===== src/core/scc_pkg.sv =====
// Constants and types shared by the capture control logic.
package scc_pkg;

	// ************************************************************
	// Register indices (byte address is four times the index)
	// ************************************************************
	localparam int ADDR_W = 12;
	localparam int IDX_W = 10;
	localparam logic [IDX_W-1:0] IDX_CLK_STATUS = 10'h11c;
	localparam logic [IDX_W-1:0] IDX_CAPT_CTRL = 10'h120;
	localparam logic [IDX_W-1:0] IDX_IGN_COUNT = 10'h121;
	localparam logic [IDX_W-1:0] IDX_SKEW_WIN = 10'h122;
	localparam logic [IDX_W-1:0] IDX_IRQ_STATUS = 10'h130;
	localparam logic [IDX_W-1:0] IDX_IRQ_MASK = 10'h131;

	// ************************************************************
	// Field positions
	// ************************************************************
	localparam int CLK_DET_BIT = 0;
	localparam int CTRL_FLAG_RST_BIT = 6;
	localparam int CTRL_TRANS_BIT = 4;
	localparam int CTRL_EDGE_BIT = 3;
	localparam int CTRL_MODE_LSB = 1;
	localparam int IGN_LSB = 0;
	localparam int SKEW_POS_LSB = 0;
	localparam int SKEW_NEG_LSB = 2;
	localparam int EV_CAPT_BIT = 0;
	localparam int EV_SKEW_BIT = 1;
	localparam int EV_SKIP_BIT = 2;
	localparam int EV_NUM = 3;

	// ************************************************************
	// Reset values and writable bits
	// ************************************************************
	localparam logic [7:0] CTRL_RST = 8'h00;
	localparam logic [7:0] IGN_RST = 8'h00;
	localparam logic [7:0] SKEW_RST = 8'h00;
	localparam logic [7:0] MASK_RST = 8'h00;
	localparam logic [7:0] CTRL_WMASK = 8'h5e;
	localparam logic [7:0] IGN_WMASK = 8'h0f;
	localparam logic [7:0] SKEW_WMASK = 8'h0f;
	localparam logic [7:0] IRQ_WMASK = 8'h07;

	// ************************************************************
	// Encodings
	// ************************************************************
	typedef enum logic [1:0] {
		MODE_OFF = 2'b00,
		MODE_CONT = 2'b01,
		MODE_NSHOT = 2'b10,
		MODE_NSHOT_ALT = 2'b11
	} scc_mode_type;

	typedef enum logic [1:0] {
		NS_IDLE = 2'b00,
		NS_SKIP = 2'b01,
		NS_DONE = 2'b11
	} scc_nshot_type;

	localparam logic [1:0] RESP_OKAY = 2'h0;
	localparam logic [1:0] RESP_SLVERR = 2'h2;

endpackage


===== src/core/scc_sync2.sv =====
// Two-flop level synchroniser.
module scc_sync2 (
	input wire logic clk, // Destination clock
	input wire logic rst, // Asynchronous reset, active high
	input wire logic d, // Asynchronous level
	output logic q // Synchronised level
);
	logic meta_ff;
	logic sync_ff;

	always_ff @(posedge clk or posedge rst) begin
		if (rst) begin
			meta_ff <= 1'b0;
			sync_ff <= 1'b0;
		end else begin
			meta_ff <= d;
			sync_ff <= meta_ff;
		end
	end

	assign q = sync_ff;
endmodule


===== src/core/scc_top.sv =====
// Capture control for the timing reference, with AXI4-Lite registers.
// Functional notes
// A read-only bit shows 1 while an input clock is detected and 0 otherwise.
// While the flag reset bit is 1 the status flags are held cleared.
// The transition select bit picks rising (0) or falling (1) reference transitions.
// The edge select bit samples the reference on the rising (0) or falling (1) clock edge.
// The mode field disables (00), captures every transition (01) or does N-shot capture.
// In N-shot mode the ignore count gives how many transitions are skipped before one is used.
// Software must select N-shot mode for the ignore count to take effect.
// The positive skew window ignores transitions up to 0..3 clocks late of the expected one.
// The negative skew window ignores transitions up to 0..3 clocks early of the expected one.
// The reference input is synchronised before any edge, window or count logic sees it.
module scc_top
	import scc_pkg::*;
#(
	parameter int PER_W = 16
) (
	input wire logic MCLK, // Sample clock
	input wire logic RST, // Asynchronous reset, active high
	input wire logic SYSREF, // Timing reference pin
	input wire logic CLK_DET, // Input clock present pin
	input wire logic [ADDR_W-1:0] AWADDR, // Write address
	input wire logic AWVALID, // Write address valid
	output logic AWREADY, // Write address ready
	input wire logic [31:0] WDATA, // Write data
	input wire logic [3:0] WSTRB, // Write strobes
	input wire logic WVALID, // Write data valid
	output logic WREADY, // Write data ready
	output logic [1:0] BRESP, // Write response
	output logic BVALID, // Write response valid
	input wire logic BREADY, // Write response ready
	input wire logic [ADDR_W-1:0] ARADDR, // Read address
	input wire logic ARVALID, // Read address valid
	output logic ARREADY, // Read address ready
	output logic [31:0] RDATA, // Read data
	output logic [1:0] RRESP, // Read response
	output logic RVALID, // Read data valid
	input wire logic RREADY, // Read data ready
	output logic IRQ // Interrupt, high while an unmasked flag is set
);
	// ************************************************************
	// Declarations
	// ************************************************************
	logic awready_ff, wready_ff, bvalid_ff, arready_ff, rvalid_ff, irq_ff;
	logic [1:0] bresp_ff, rresp_ff;
	logic [31:0] rdata_ff;
	logic aw_full_ff, w_full_ff;
	logic [ADDR_W-1:0] aw_addr_ff;
	logic [7:0] wdata_ff;
	logic wstrb0_ff;
	logic [7:0] ctrl_ff, ign_ff, skew_ff, mask_ff;
	logic [EV_NUM-1:0] stat_ff, nxt_stat, ev, clr;
	logic clk_det_s, rise_s, fall_cap_ff, fall_s, sel_raw, sref_lvl, prev_ff, edge_det;
	logic [PER_W-1:0] cnt_ff, ref_ff;
	logic seen_ff, ref_valid_ff, qual, skew_ign, use_edge, ev_capt, ev_skip;
	logic [3:0] skip_cnt_ff;
	scc_nshot_type ns_ff;
	scc_mode_type mode;
	logic do_write, flag_rst, trans_sel, edge_sel;
	logic [1:0] pos_win, neg_win;
	logic [3:0] ign_cnt;

	assign AWREADY = awready_ff;
	assign WREADY = wready_ff;
	assign BVALID = bvalid_ff;
	assign BRESP = bresp_ff;
	assign ARREADY = arready_ff;
	assign RVALID = rvalid_ff;
	assign RDATA = rdata_ff;
	assign RRESP = rresp_ff;
	assign IRQ = irq_ff;

	assign flag_rst = ctrl_ff[CTRL_FLAG_RST_BIT];
	assign trans_sel = ctrl_ff[CTRL_TRANS_BIT];
	assign edge_sel = ctrl_ff[CTRL_EDGE_BIT];
	assign mode = scc_mode_type'(ctrl_ff[CTRL_MODE_LSB +: 2]);
	assign ign_cnt = ign_ff[IGN_LSB +: 4];
	assign pos_win = skew_ff[SKEW_POS_LSB +: 2];
	assign neg_win = skew_ff[SKEW_NEG_LSB +: 2];

	// ************************************************************
	// Functions
	// ************************************************************
	function automatic logic [IDX_W-1:0] reg_idx(input logic [ADDR_W-1:0] a);
		reg_idx = a[ADDR_W-1:2];
	endfunction

	function automatic logic idx_mapped(input logic [IDX_W-1:0] i);
		idx_mapped = (i == IDX_CLK_STATUS) || (i == IDX_CAPT_CTRL) ||
			(i == IDX_IGN_COUNT) || (i == IDX_SKEW_WIN) ||
			(i == IDX_IRQ_STATUS) || (i == IDX_IRQ_MASK);
	endfunction

	// True when the distance is off the expected one but inside the window
	function automatic logic in_skew(input logic [PER_W-1:0] d, input logic [PER_W-1:0] r,
		input logic [1:0] p, input logic [1:0] n);
		logic [PER_W:0] dd, lo, hi;
		dd = {1'b0, d};
		lo = {1'b0, r} - {{(PER_W-1){1'b0}}, n};
		hi = {1'b0, r} + {{(PER_W-1){1'b0}}, p};
		in_skew = (d != r) && (r >= {{(PER_W-2){1'b0}}, n}) && (dd >= lo) && (dd <= hi);
	endfunction

	// ************************************************************
	// Input synchronisation
	// ************************************************************
	scc_sync2 u_sync_clk (.clk(MCLK), .rst(RST), .d(CLK_DET), .q(clk_det_s));
	// pin passes two flops
	scc_sync2 u_sync_rise (.clk(MCLK), .rst(RST), .d(SYSREF), .q(rise_s));

	// falling edge capture
	always_ff @(negedge MCLK or posedge RST) begin
		if (RST) begin
			fall_cap_ff <= 1'b0;
		end else begin
			fall_cap_ff <= SYSREF;
		end
	end

	scc_sync2 u_sync_fall (.clk(MCLK), .rst(RST), .d(fall_cap_ff), .q(fall_s));

	// edge select
	assign sel_raw = edge_sel ? fall_s : rise_s;
	// polarity folds falling transitions onto rising ones
	assign sref_lvl = sel_raw ^ trans_sel;
	// Changing either select may fake one transition; set them while disabled
	assign edge_det = sref_lvl & ~prev_ff;

	always_ff @(posedge MCLK or posedge RST) begin
		if (RST) begin
			prev_ff <= 1'b0;
		end else begin
			prev_ff <= sref_lvl;
		end
	end

	// ************************************************************
	// Period tracking and skew window
	// ************************************************************
	always_ff @(posedge MCLK or posedge RST) begin
		if (RST) begin
			cnt_ff <= '0;
		end else if (edge_det) begin
			cnt_ff <= {{(PER_W-1){1'b0}}, 1'b1};
		end else if (cnt_ff != '1) begin
			cnt_ff <= cnt_ff + 1'b1;
		end
	end

	assign qual = edge_det && (mode != MODE_OFF);
	// late edges inside the positive window are ignored
	// early edges inside the negative window are ignored
	assign skew_ign = qual && ref_valid_ff && in_skew(cnt_ff, ref_ff, pos_win, neg_win);
	assign use_edge = qual && !skew_ign;

	// The expected period is relearned from every used edge except the first one after capture is enabled
	always_ff @(posedge MCLK or posedge RST) begin
		if (RST) begin
			seen_ff <= 1'b0;
			ref_valid_ff <= 1'b0;
			ref_ff <= '0;
		end else if (mode == MODE_OFF) begin
			seen_ff <= 1'b0;
			ref_valid_ff <= 1'b0;
		end else if (use_edge) begin
			seen_ff <= 1'b1;
			if (seen_ff) begin
				ref_ff <= cnt_ff;
				ref_valid_ff <= 1'b1;
			end
		end
	end

	// ************************************************************
	// Capture modes
	// ************************************************************
	// continuous or N-shot capture
	assign ev_capt = use_edge && ((mode == MODE_CONT) ||
		((ns_ff == NS_SKIP) && (skip_cnt_ff == ign_cnt)));
	assign ev_skip = use_edge && (ns_ff == NS_SKIP) && (skip_cnt_ff != ign_cnt);

	// ignore count is consumed only in N-shot mode
	always_ff @(posedge MCLK or posedge RST) begin
		if (RST) begin
			ns_ff <= NS_IDLE;
			skip_cnt_ff <= 4'h0;
		end else if (!mode[1]) begin
			ns_ff <= NS_IDLE;
			skip_cnt_ff <= 4'h0;
		end else begin
			case (ns_ff)
				NS_IDLE: begin
					ns_ff <= NS_SKIP;
					skip_cnt_ff <= 4'h0;
				end
				NS_SKIP: begin
					// skip count transitions, then use one
					if (ev_capt) begin
						ns_ff <= NS_DONE;
					end else if (ev_skip) begin
						skip_cnt_ff <= skip_cnt_ff + 4'h1;
					end
				end
				NS_DONE: begin
					ns_ff <= NS_DONE;
				end
				default: begin
					ns_ff <= NS_IDLE;
				end
			endcase
		end
	end

	// ************************************************************
	// Status flags and interrupt
	// ************************************************************
	always_comb begin
		ev = '0;
		ev[EV_CAPT_BIT] = ev_capt;
		ev[EV_SKEW_BIT] = skew_ign;
		ev[EV_SKIP_BIT] = ev_skip;
		clr = '0;
		if (do_write && wstrb0_ff && (reg_idx(aw_addr_ff) == IDX_IRQ_STATUS)) begin
			clr = wdata_ff[EV_NUM-1:0];
		end
		// A new event wins over a clear in the same cycle
		nxt_stat = (stat_ff & ~clr) | ev;
	end

	always_ff @(posedge MCLK or posedge RST) begin
		if (RST) begin
			stat_ff <= '0;
		end else if (flag_rst) begin
			// flags held in reset
			stat_ff <= '0;
		end else begin
			stat_ff <= nxt_stat;
		end
	end

	always_ff @(posedge MCLK or posedge RST) begin
		if (RST) begin
			irq_ff <= 1'b0;
		end else begin
			irq_ff <= |(stat_ff & mask_ff[EV_NUM-1:0]);
		end
	end

	// ************************************************************
	// AXI4-Lite write channel
	// ************************************************************
	assign do_write = aw_full_ff && w_full_ff && !bvalid_ff;

	always_ff @(posedge MCLK or posedge RST) begin
		if (RST) begin
			awready_ff <= 1'b0;
			aw_full_ff <= 1'b0;
			aw_addr_ff <= '0;
		end else if (AWVALID && awready_ff) begin
			awready_ff <= 1'b0;
			aw_full_ff <= 1'b1;
			aw_addr_ff <= AWADDR;
		end else if (do_write) begin
			aw_full_ff <= 1'b0;
		end else if (!aw_full_ff && !bvalid_ff) begin
			awready_ff <= 1'b1;
		end
	end

	always_ff @(posedge MCLK or posedge RST) begin
		if (RST) begin
			wready_ff <= 1'b0;
			w_full_ff <= 1'b0;
			wdata_ff <= 8'h00;
			wstrb0_ff <= 1'b0;
		end else if (WVALID && wready_ff) begin
			wready_ff <= 1'b0;
			w_full_ff <= 1'b1;
			wdata_ff <= WDATA[7:0];
			wstrb0_ff <= WSTRB[0];
		end else if (do_write) begin
			w_full_ff <= 1'b0;
		end else if (!w_full_ff && !bvalid_ff) begin
			wready_ff <= 1'b1;
		end
	end

	always_ff @(posedge MCLK or posedge RST) begin
		if (RST) begin
			bvalid_ff <= 1'b0;
			bresp_ff <= RESP_OKAY;
		end else if (do_write) begin
			bvalid_ff <= 1'b1;
			bresp_ff <= idx_mapped(reg_idx(aw_addr_ff)) ? RESP_OKAY : RESP_SLVERR;
		end else if (BREADY) begin
			bvalid_ff <= 1'b0;
		end
	end

	always_ff @(posedge MCLK or posedge RST) begin
		if (RST) begin
			ctrl_ff <= CTRL_RST;
			ign_ff <= IGN_RST;
			skew_ff <= SKEW_RST;
			mask_ff <= MASK_RST;
		end else if (do_write && wstrb0_ff) begin
			case (reg_idx(aw_addr_ff))
				IDX_CAPT_CTRL: ctrl_ff <= wdata_ff & CTRL_WMASK;
				IDX_IGN_COUNT: ign_ff <= wdata_ff & IGN_WMASK;
				IDX_SKEW_WIN: skew_ff <= wdata_ff & SKEW_WMASK;
				IDX_IRQ_MASK: mask_ff <= wdata_ff & IRQ_WMASK;
				default: begin
				end
			endcase
		end
	end

	// ************************************************************
	// AXI4-Lite read channel
	// ************************************************************
	always_ff @(posedge MCLK or posedge RST) begin
		if (RST) begin
			arready_ff <= 1'b0;
			rvalid_ff <= 1'b0;
			rdata_ff <= '0;
			rresp_ff <= RESP_OKAY;
		end else if (ARVALID && arready_ff) begin
			arready_ff <= 1'b0;
			rvalid_ff <= 1'b1;
			rresp_ff <= idx_mapped(reg_idx(ARADDR)) ? RESP_OKAY : RESP_SLVERR;
			rdata_ff <= '0;
			case (reg_idx(ARADDR))
				// clock detect status
				IDX_CLK_STATUS: rdata_ff[CLK_DET_BIT] <= clk_det_s;
				IDX_CAPT_CTRL: rdata_ff[7:0] <= ctrl_ff;
				IDX_IGN_COUNT: rdata_ff[7:0] <= ign_ff;
				IDX_SKEW_WIN: rdata_ff[7:0] <= skew_ff;
				IDX_IRQ_STATUS: rdata_ff[EV_NUM-1:0] <= stat_ff;
				IDX_IRQ_MASK: rdata_ff[7:0] <= mask_ff;
				default: begin
				end
			endcase
		end else if (rvalid_ff && RREADY) begin
			rvalid_ff <= 1'b0;
		end else if (!rvalid_ff) begin
			arready_ff <= 1'b1;
		end
	end
endmodule


===== config.mk =====
export PLATFORM = sky130hd
export DESIGN_NAME = scc_top
export DESIGN_NICKNAME = d
export VERILOG_FILES = /design/src/core/scc_pkg.sv /design/src/core/scc_sync2.sv /design/src/core/scc_top.sv
export SDC_FILE = /design/constraint.sdc
export NUM_CORES = 1
export LEC_CHECK = 0
export ABC_AREA = 1
export CORE_MARGIN = 10
export CORE_UTILIZATION = 65
export CTS_CLUSTER_SIZE = 25
export DETAILED_ROUTE_END_ITERATION = 10
export DONT_BUFFER_PORTS = 1
export HOLD_SLACK_MARGIN = 0.03
export PLACE_DENSITY = 0.92
export RECOVER_POWER = 100
export SETUP_SLACK_MARGIN = 0.4
export SYNTH_ARGS = -nofsm -noshare
export SYNTH_HDL_FRONTEND = slang
export SYNTH_SLANG_ARGS = --single-unit

===== constraint.sdc =====
create_clock -name MCLK -period 5.7 [get_ports MCLK]
set_input_delay 0.855 -clock MCLK [delete_from_list [all_inputs] [get_ports MCLK]]
set_output_delay 0.855 -clock MCLK [all_outputs]
set_load 0.005 [all_outputs]

==> results of run 1 <==
-- power by group through the flow --
stage	logic, mW	registers [mW]	clock network, mW
floorplan	0.425	0.905	0
global placement	0.492	0.934	0
detailed placement	0.514	0.939	0
CTS	0.519	0.925	0.503
global route	0.607	0.942	0.531
finish	0.511	0.923	0.505
-- cell usage in the layout, fill, tap and decap left out, types with 2 or more instances in the layout --
| cell type | n |
|---|---|
| o21ai_2 | 14 |
| a31oi_1 | 3 |
| o21ai_0 | 57 |
| nor4_1 | 5 |
| dfrtp_1 | 99 |
| nor3_1 | 20 |
| mux2_2 | 2 |
| bufinv_16 | 2 |
| o31ai_1 | 3 |
| nand2_2 | 4 |
| inv_1 | 96 |
| nor2_4 | 4 |
| clkbuf_8 | 9 |
| nor2_1 | 79 |
| ha_1 | 38 |
| nand3_2 | 2 |
| nand3_1 | 31 |
| inv_2 | 15 |
| nand2_1 | 251 |
| a211oi_1 | 2 |
| a32o_1 | 3 |
| xor2_1 | 28 |
| fa_1 | 2 |
| clkinvlp_4 | 2 |
| xnor2_1 | 2 |
| inv_6 | 2 |
| a21oi_1 | 34 |
| nand4_1 | 12 |
| nor2_2 | 4 |
| conb_1 | 28 |
-- cells in the mapped netlist (4+ instances only) --
master / instances
a21oi_1: 34
buf_4: 32
clkbuf_1: 4
dfrtp_1: 99
ha_1: 38
inv_1: 97
inv_2: 15
nand2_1: 235
nand2_2: 18
nand3_1: 31
nand4_1: 11
nor2_1: 78
nor2_2: 5
nor2_4: 4
nor3_1: 19
nor4_1: 5
o21ai_0: 54
o21ai_2: 16
xor2_1: 28
-- worst register-to-register path: stages, from the launching register on --
cell	delay [ns]
dfrtp_1	0.49
ha_1	0.32
nand2_1	0.04
inv_1	0.04
o21ai_0	0.11
nor2_1	0.18
nand2_1	0.10
nor3_1	0.30
nand2_1	0.12
nor3_1	0.26
nand2_1	0.11
xor2_1	0.17
ha_1	0.36
inv_1	0.06
nor2_1	0.14
nand2_1	0.08
nor2_1	0.16
nand2_1	0.08
nand2_1	0.08
nand2_2	0.05
nand2_1	0.14
nand2_1	0.21
nor2_8	0.49
nand2_1	0.15
o21ai_2	0.08
-- sequential cells by signal, indices dropped and copies added, names as in the netlist, 2 cells and up --
| register | flops |
|---|---|
| mask_ff | 3 |
| cnt_ff | 16 |
| aw_addr_ff | 10 |
| ctrl_ff | 5 |
| RDATA | 6 |
| ref_ff | 16 |
| ns_ff | 2 |
| ign_ff | 4 |
| wdata_ff | 6 |
| stat_ff | 3 |
| skip_cnt_ff | 4 |
| skew_ff | 4 |
-- per-layer routing --
layer / part of all wire [%] / global-route usage, % / vias up
met2: 51 / 35.00 / 130
met5: 0 / 0 / -
met3: 3.7 / 2.280 / 17
met1: 44 / 24.57 / 2541
met4: 1.4 / 5.732 / 0
li1: - / - / 2727
-- area by class of cell --
| type | instances | area share (%) |
|---|---|---|
| Clock inverter | 7 | 1.453 |
| Inverter | 112 | 6.277 |
| Sequential cell | 100 | 37.25 |
| Timing Repair Buffer | 1 | 0.07450 |
| Clock buffer | 9 | 1.844 |
| Multi-Input combinational cell | 640 | 50.62 |
| Tap cell | 133 | 2.477 |
-- per-stage QoR --
stage	cell area [µm²]	hold slack, ns
floorplan	6723	0.3312
global placement	6573	0.3318
detailed placement	6573	0.3364
CTS	6794	0.3413
global route	6718	0.3635
finish	6718	0.3609
-- logic make-up after synthesis --
kind of cell / share of synthesized area, %
and+or+nand+nor: 27.76
buffers and inverters: 11.25
AOI/OAI and AO/OA: 11.02
DFF: 37.81
adders and majority gates: 7.790
xor gates and xnor gates: 3.971
muxes: 0.3403
other: 0.05667
-- final timing paths --
path	end	slack, ns	cells after the start
setup reg to reg	ref_ff[1]	1.32	24
max in group asynchronous	fall_cap_ff	2.04	1
hold / removal	u_sync_clk.q	0.36	0
setup / recovery	ref_ff[1]	1.32	24
hold reg to reg	u_sync_clk.q	0.36	0
min in group asynchronous	aw_addr_ff[10]	0.46	1
==> impl_results.md, run 1 <==
* LEAKAGE at 3.405 nW
* Setup crit end kind: flip-flop
* #FFs+latches synth at 100
* Vias in the first global route at 5,173
* Remaining DRCs at 0
* Starting Density at 67.09%
* Combinational power share at 26.4%
* Pwr dens at 288.8 nW/µm²
* Top-area cell type share of the netlist area at 37.44%
* Final Hold Fails at 0
* Dominant cell type by area after synthesis: dfrtp_1
* Synth Cell Area at 6618 µm²
* Post-Layout Cell Count at 1,002
* Seq/Total Area, Yosys at 37.81%
* Critical Path Start: ref_ff[1]
* Die area at 14,620 µm²
* R2R Path Start: ref_ff[1]
* Crit path time final at 4.375 ns
* Crit-path cells: ha_1 -> nand2_1 -> inv_1 -> o21ai_0 -> nor2_1 -> nand2_1 -> nor3_1 -> nand2_1 -> nor3_1 -> nand2_1 -> xor2_1 -> ha_1 -> inv_1 -> nor2_1 -> nand2_1 -> nor2_1 -> nand2_1 -> nand2_1 -> nand2_2 -> nand2_1 -> nand2_1 -> nor2_8 -> nand2_1 -> o21ai_2
* Final setup viols at 0
* HP Class: flip-flop to flip-flop
* Global-route wire length before repair at 24,030 µm
* 1st-iter DRT viols at 323
* I/O pin count at 111
* Row cnt at 36
* Vias/cell at 5.404
* Layout cell share with drive strength beyond 1 at 7.595%
* Post-DRT Antenna Nets at 0
* Nets at 973
* RSZ-0062 raised after global routing: false
* Pre-antenna DRT Iters at 5
* Multi-input gate area at 3401 µm²
* Die Height at 120.9 µm
* CTS Hold Bufs at 0
* I/O Buffers at 0
* Failing checks: max-capacitance violations, max-slew violations
* Tcrit/Tclk final at 76.76%
* Top FF cell, synth: dfrtp_1
* Clock tree buffer depth at 2
* Synth area leaders: dfrtp_1 37%, nand2_1 13%, ha_1 7.2%, inv_1 5.5%, nor2_1 4.4%
* Actual slew at the worst max-slew pin at 1.956 ns
* Congestion Overflow GR at 0
* Final HPWL DP at 11,090 µm
* CTS tree: done
* Post-cts sizing count at 0
* Post-CTS setup buffers at 0
* Net Sw Power at 692.8 µW
* Hold Path Origin: u_sync_clk.meta_ff
* Switch share at 35.71%
* Register area at 2502 µm²
* YS warnings at 0
* Setup CP Type: flip-flop to flip-flop
* Unique masters post-synth at 48
* Htree depth at 3
* Delay of the slowest cell on the worst path at 0.49 ns
* Max-cap check violation count at 1
* VDD IR-drop max at 0.0003120 V
* Post-synth EDFFs at 0
* Total Routed Length at 14,240 µm
* CP arrival at 4.68 ns
* FMAX at 228.6 MHz
* Power Total at 1.940 mW
* DP Worst Slack at 1.623 ns
* Status: finished with violations
* Wire per inst at 14.21 µm
* Placer Congestion at 0.9682
* Root buffer cell: clkbuf_8
* Num CTS Buffers at 9
* Crit-path leading delay family: simple AND/OR/NAND/NOR gates
* Sequential share of power at 47.6%
* Final setup margin at 1.325 ns
* Max FO, Critical Path at 32
* Core region area at 9864 µm²
* Startpoint Class: flip-flop
* FFs w/ async S/R, synth at 100.0%
* Diode count at 0
* CP most frequent cell: nand2_1
* Core Util, Final at 68.10%
* Initial antenna violation count at 0
* Post-Syn Instances at 866
* Clk pwr share at 26.1%
* Area grow syn2layout at 1.513%
* Post-Place Cells at 986
* Largest net degree at the start of global routing at 82
* Vias at 5,415
* Global Route Usage Sum at 19.73%
* FILL cells at 784
* Layout Skew at 0.01925 ns
* Sink Count at 100
* Worst skew pair latency at 0.37 ns
* Clock transition at path regs at 0.10 ns
* Slowest-stage cell, CP: dfrtp_1
* CP bufs+invs at 2
* CP required at 6.00 ns
* Final Max Slew Viols at 82
* Die X at 120.9 µm
* Int Pwr at 1.247 mW
* Setup TNS at 0 ns
* Slew headroom at -30.38%
* Avg Cell Area, Syn at 7.642 µm²
No activity file was read; power rests on OpenSTA's default activity.
==> run 2: changes to the inputs <==
Settings changed: ABC_AREA 1 to 0, CORE_UTILIZATION 65 to 64, PLACE_DENSITY 0.92 to 0.91.
Clock period 5.7 ns to 4.4 ns, I/O delays scaled along.
==> impl_results.md, run 2 <==
* DP Worst Slack at 0.1689 ns
* Setup TNS at 0 ns
* Total Routed Length at 15,480 µm
* Power Total at 2.401 mW
* Startpoint Class: flip-flop
* YS warnings at 0
* Die X at 118.3 µm
* Crit-path cells: inv_1 -> ha_4 -> nor2b_1 -> nor3_2 -> nand2b_1 -> nor4_4 -> nand2b_1 -> clkbuf_4 -> nor2_2 -> xnor2_1 -> ha_1 -> nand2_1 -> nor3_1 -> o311ai_1 -> and3_1 -> a211o_1 -> and4_4 -> buf_8 -> mux2_4
* Max FO, Critical Path at 8
* Post-synth EDFFs at 0
* Die area at 14,010 µm²
* Nets at 739
* Die Height at 118.3 µm
* Row cnt at 35
* Crit path time final at 4.051 ns
* Final setup margin at 0.3488 ns
* Reg2reg setup slack at 0.35 ns
* Setup crit end kind: flip-flop
* Multi-input gate area at 3498 µm²
* Vias at 4,790
* Root buffer cell: clkbuf_8
* Vias in the first global route at 4,753
* Vias/cell at 6.270
* Largest net degree at the start of global routing at 81
* Tcrit/Tclk final at 92.07%
* Top FF cell, synth: dfrtp_1
* 1st-iter DRT viols at 414
* Synth Cell Area at 6190 µm²
* Remaining DRCs at 0
* Delay of the slowest cell on the worst path at 0.40 ns
* I/O Buffers at 0
* Diode count at 0
* Actual slew at the worst max-slew pin at 1.921 ns
* Fraction of the mapped netlist area in adder cells at 8.328%
* CP most frequent cell: nand2b_1
* Post-DRT Antenna Nets at 0
* Wire per inst at 20.26 µm
* Htree depth at 3
* Final Hold Fails at 0
* Worst skew pair latency at 0.37 ns
* Mux cell area share after synthesis at 10.47%
* Design area at 6754 µm²
* Congestion Overflow GR at 0
* Most frequent cell after synthesis: dfrtp_1
* Worst flop-to-flop path endpoint: ref_ff[15]
* Global Route Usage Sum at 20.09%
* Sink Count at 100
* Avg Cell Area, Syn at 10.03 µm²
* Placer Congestion at 0.9309
* Synth area leaders: dfrtp_1 40%, ha_1 7.7%, mux2_2 7.3%, xor2_1 5.2%, xnor2_1 3.5%
* Dominant cell type by area after synthesis: dfrtp_1
* I/O pin count at 111
* Crit-path leading delay family: simple AND/OR/NAND/NOR gates
* LEAKAGE at 3.163 nW
* Setup CP Type: flip-flop to flip-flop
* #FFs+latches synth at 100
* FILL cells at 602
* Clock tree buffer depth at 2
* CP bufs+invs at 3
* Most frequent cells in the layout: 97 x dfrtp_1, 42 x nand2_1, 42 x nor2_1, 37 x xor2_1, 35 x nand3_1
* Area grow syn2layout at 9.117%
* Commonest non-fill, non-tap cell in the layout: dfrtp_1
* Num CTS Buffers at 9
* HP Class: input pin to flip-flop
* CP required at 4.66 ns
* Status: finished with violations
* Max-cap check violation count at 1
* Top-area cell type share of the netlist area at 40.02%
* Pwr dens at 355.5 nW/µm²
* CTS tree: done
* Initial antenna violation count at 0
* Simple-gate share of the synthesized area at 17.24%
* Final setup viols at 0
* RSZ-0062 raised after global routing: true
* Seq/Total Area, Yosys at 40.43%
* Slowest-stage cell, CP: dfrtp_1
* Slew headroom at -28.09%
* Reg2reg path depth at 19
* Post-synth top cells: 99 x dfrtp_1, 44 x nor2_1, 43 x nand2_1, 40 x mux2_2, 38 x ha_1
* FFs w/ async S/R, synth at 100.0%
* Critical Path Start: skew_ff[3]
* Core region area at 9328 µm²
* Crit path depth at 19
* R2R Path Start: skew_ff[3]
* Failing checks: max-capacitance violations, max-slew violations
* Clock transition at path regs at 0.11 ns
* VDD IR-drop max at 0.0003619 V
* Layout cell share with drive strength beyond 1 at 19.37%
* Main combinational cell family by area after synthesis: simple AND/OR/NAND/NOR gates
* Final Max Slew Viols at 81
* Post-Place Cell Area at 6180 µm²
* Starting Density at 66.36%
* Post-Synth XOR/XNOR Area at 8.773%
* Largest registers: cnt_ff x16, ref_ff x16, aw_addr_ff x10
* Final HPWL DP at 10,580 µm
* Synth Area in Compound Gates at 7.439%
* Post-Syn Instances at 617
* CP arrival at 4.31 ns
* Setup crit end: ref_ff[15]
* Pre-antenna DRT Iters at 5
* Global-route wire length before repair at 23,780 µm
* FMAX at 246.8 MHz
* Layout Skew at 0.02724 ns
* Unique masters post-synth at 58
* Register area at 2505 µm²
==> run 2: changes by cell type after synthesis, sizes merged, moves of 8 or more <==
| cell | delta |
|---|---|
| o21ai | -52 |
| clkbuf | +14 |
| mux2 | +45 |
| nor2 | -44 |
| xor2 | +9 |
| a21oi | -15 |
| xnor2 | +23 |
| and3 | +8 |
| nand2 | -212 |
| inv | -90 |
==> run 2: report_power, final <==
group,switching (mW),internal (mW)
combinational,0.277,0.254
clock,0.356,0.278
sequential,0.179,1.06
total,0.812,1.59
==> run 2: worst min-delay path by stage <==
stage / startpoint / endpoint / slack [ns] / cells past startpoint
after floorplan: u_sync_clk.meta_ff / u_sync_clk.q / 0.33 / 0
after global placement: u_sync_clk.meta_ff / u_sync_clk.q / 0.33 / 0
after detailed placement: u_sync_clk.meta_ff / u_sync_clk.q / 0.34 / 0
after CTS: RST / ref_ff[3] / 0.18 / 1
after global routing: CLK_DET / u_sync_clk.meta_ff / 0.29 / 0
final: CLK_DET / u_sync_clk.meta_ff / 0.30 / 0
==> run 2: what timing repair did <==
item,in CTS,in global routing
gates cloned,0,1
hold buffers,0,0
pin swaps,7,20
buffers inserted,9,12
resized for setup,21,23
endpoints found under the setup margin,22,24
==> run 2: cell type report <==
class	instances	area share (%)
Clock inverter	7	1.352
Sequential cell	100	37.09
Multi-Input combinational cell	463	51.80
Tap cell	129	2.390
Clock buffer	9	1.834
Timing Repair Buffer	34	4.298
Inverter	22	1.241
==> run 2: metrics by stage <==
stage / hold WS [ns] / instances / util (%)
detailed placement: 0.3364 / 726 / 66.25
CTS: 0.1792 / 751 / 70.25
finish: 0.3001 / 764 / 72.41
global placement: 0.3327 / 726 / 66.25
floorplan: 0.3312 / 644 / -
global route: 0.2928 / 764 / 72.41
==> run 2: logic make-up after synthesis <==
| kind of cell | after synthesis |
|---|---|
| buf+inv | 81 |
| fa+ha+maj | 40 |
| compound gates | 73 |
| other cells | 1 |
| xor+xnor | 62 |
| mux | 55 |
| flops | 100 |
| simple gates | 205 |
==> run 2: routing by layer <==
| layer | share of wire (%) | up-vias | global-route usage [%] | wire length [µm] |
|---|---|---|---|---|
| li1 | - | 2140 | - | - |
| met1 | 38 | 2371 | 23.49 | 5872 |
| met2 | 52 | 236 | 35.78 | 8064 |
| met3 | 7.6 | 43 | 4.998 | 1173 |
| met4 | 2.4 | 0 | 5.255 | 364 |
| met5 | 0 | - | 0 | 0 |
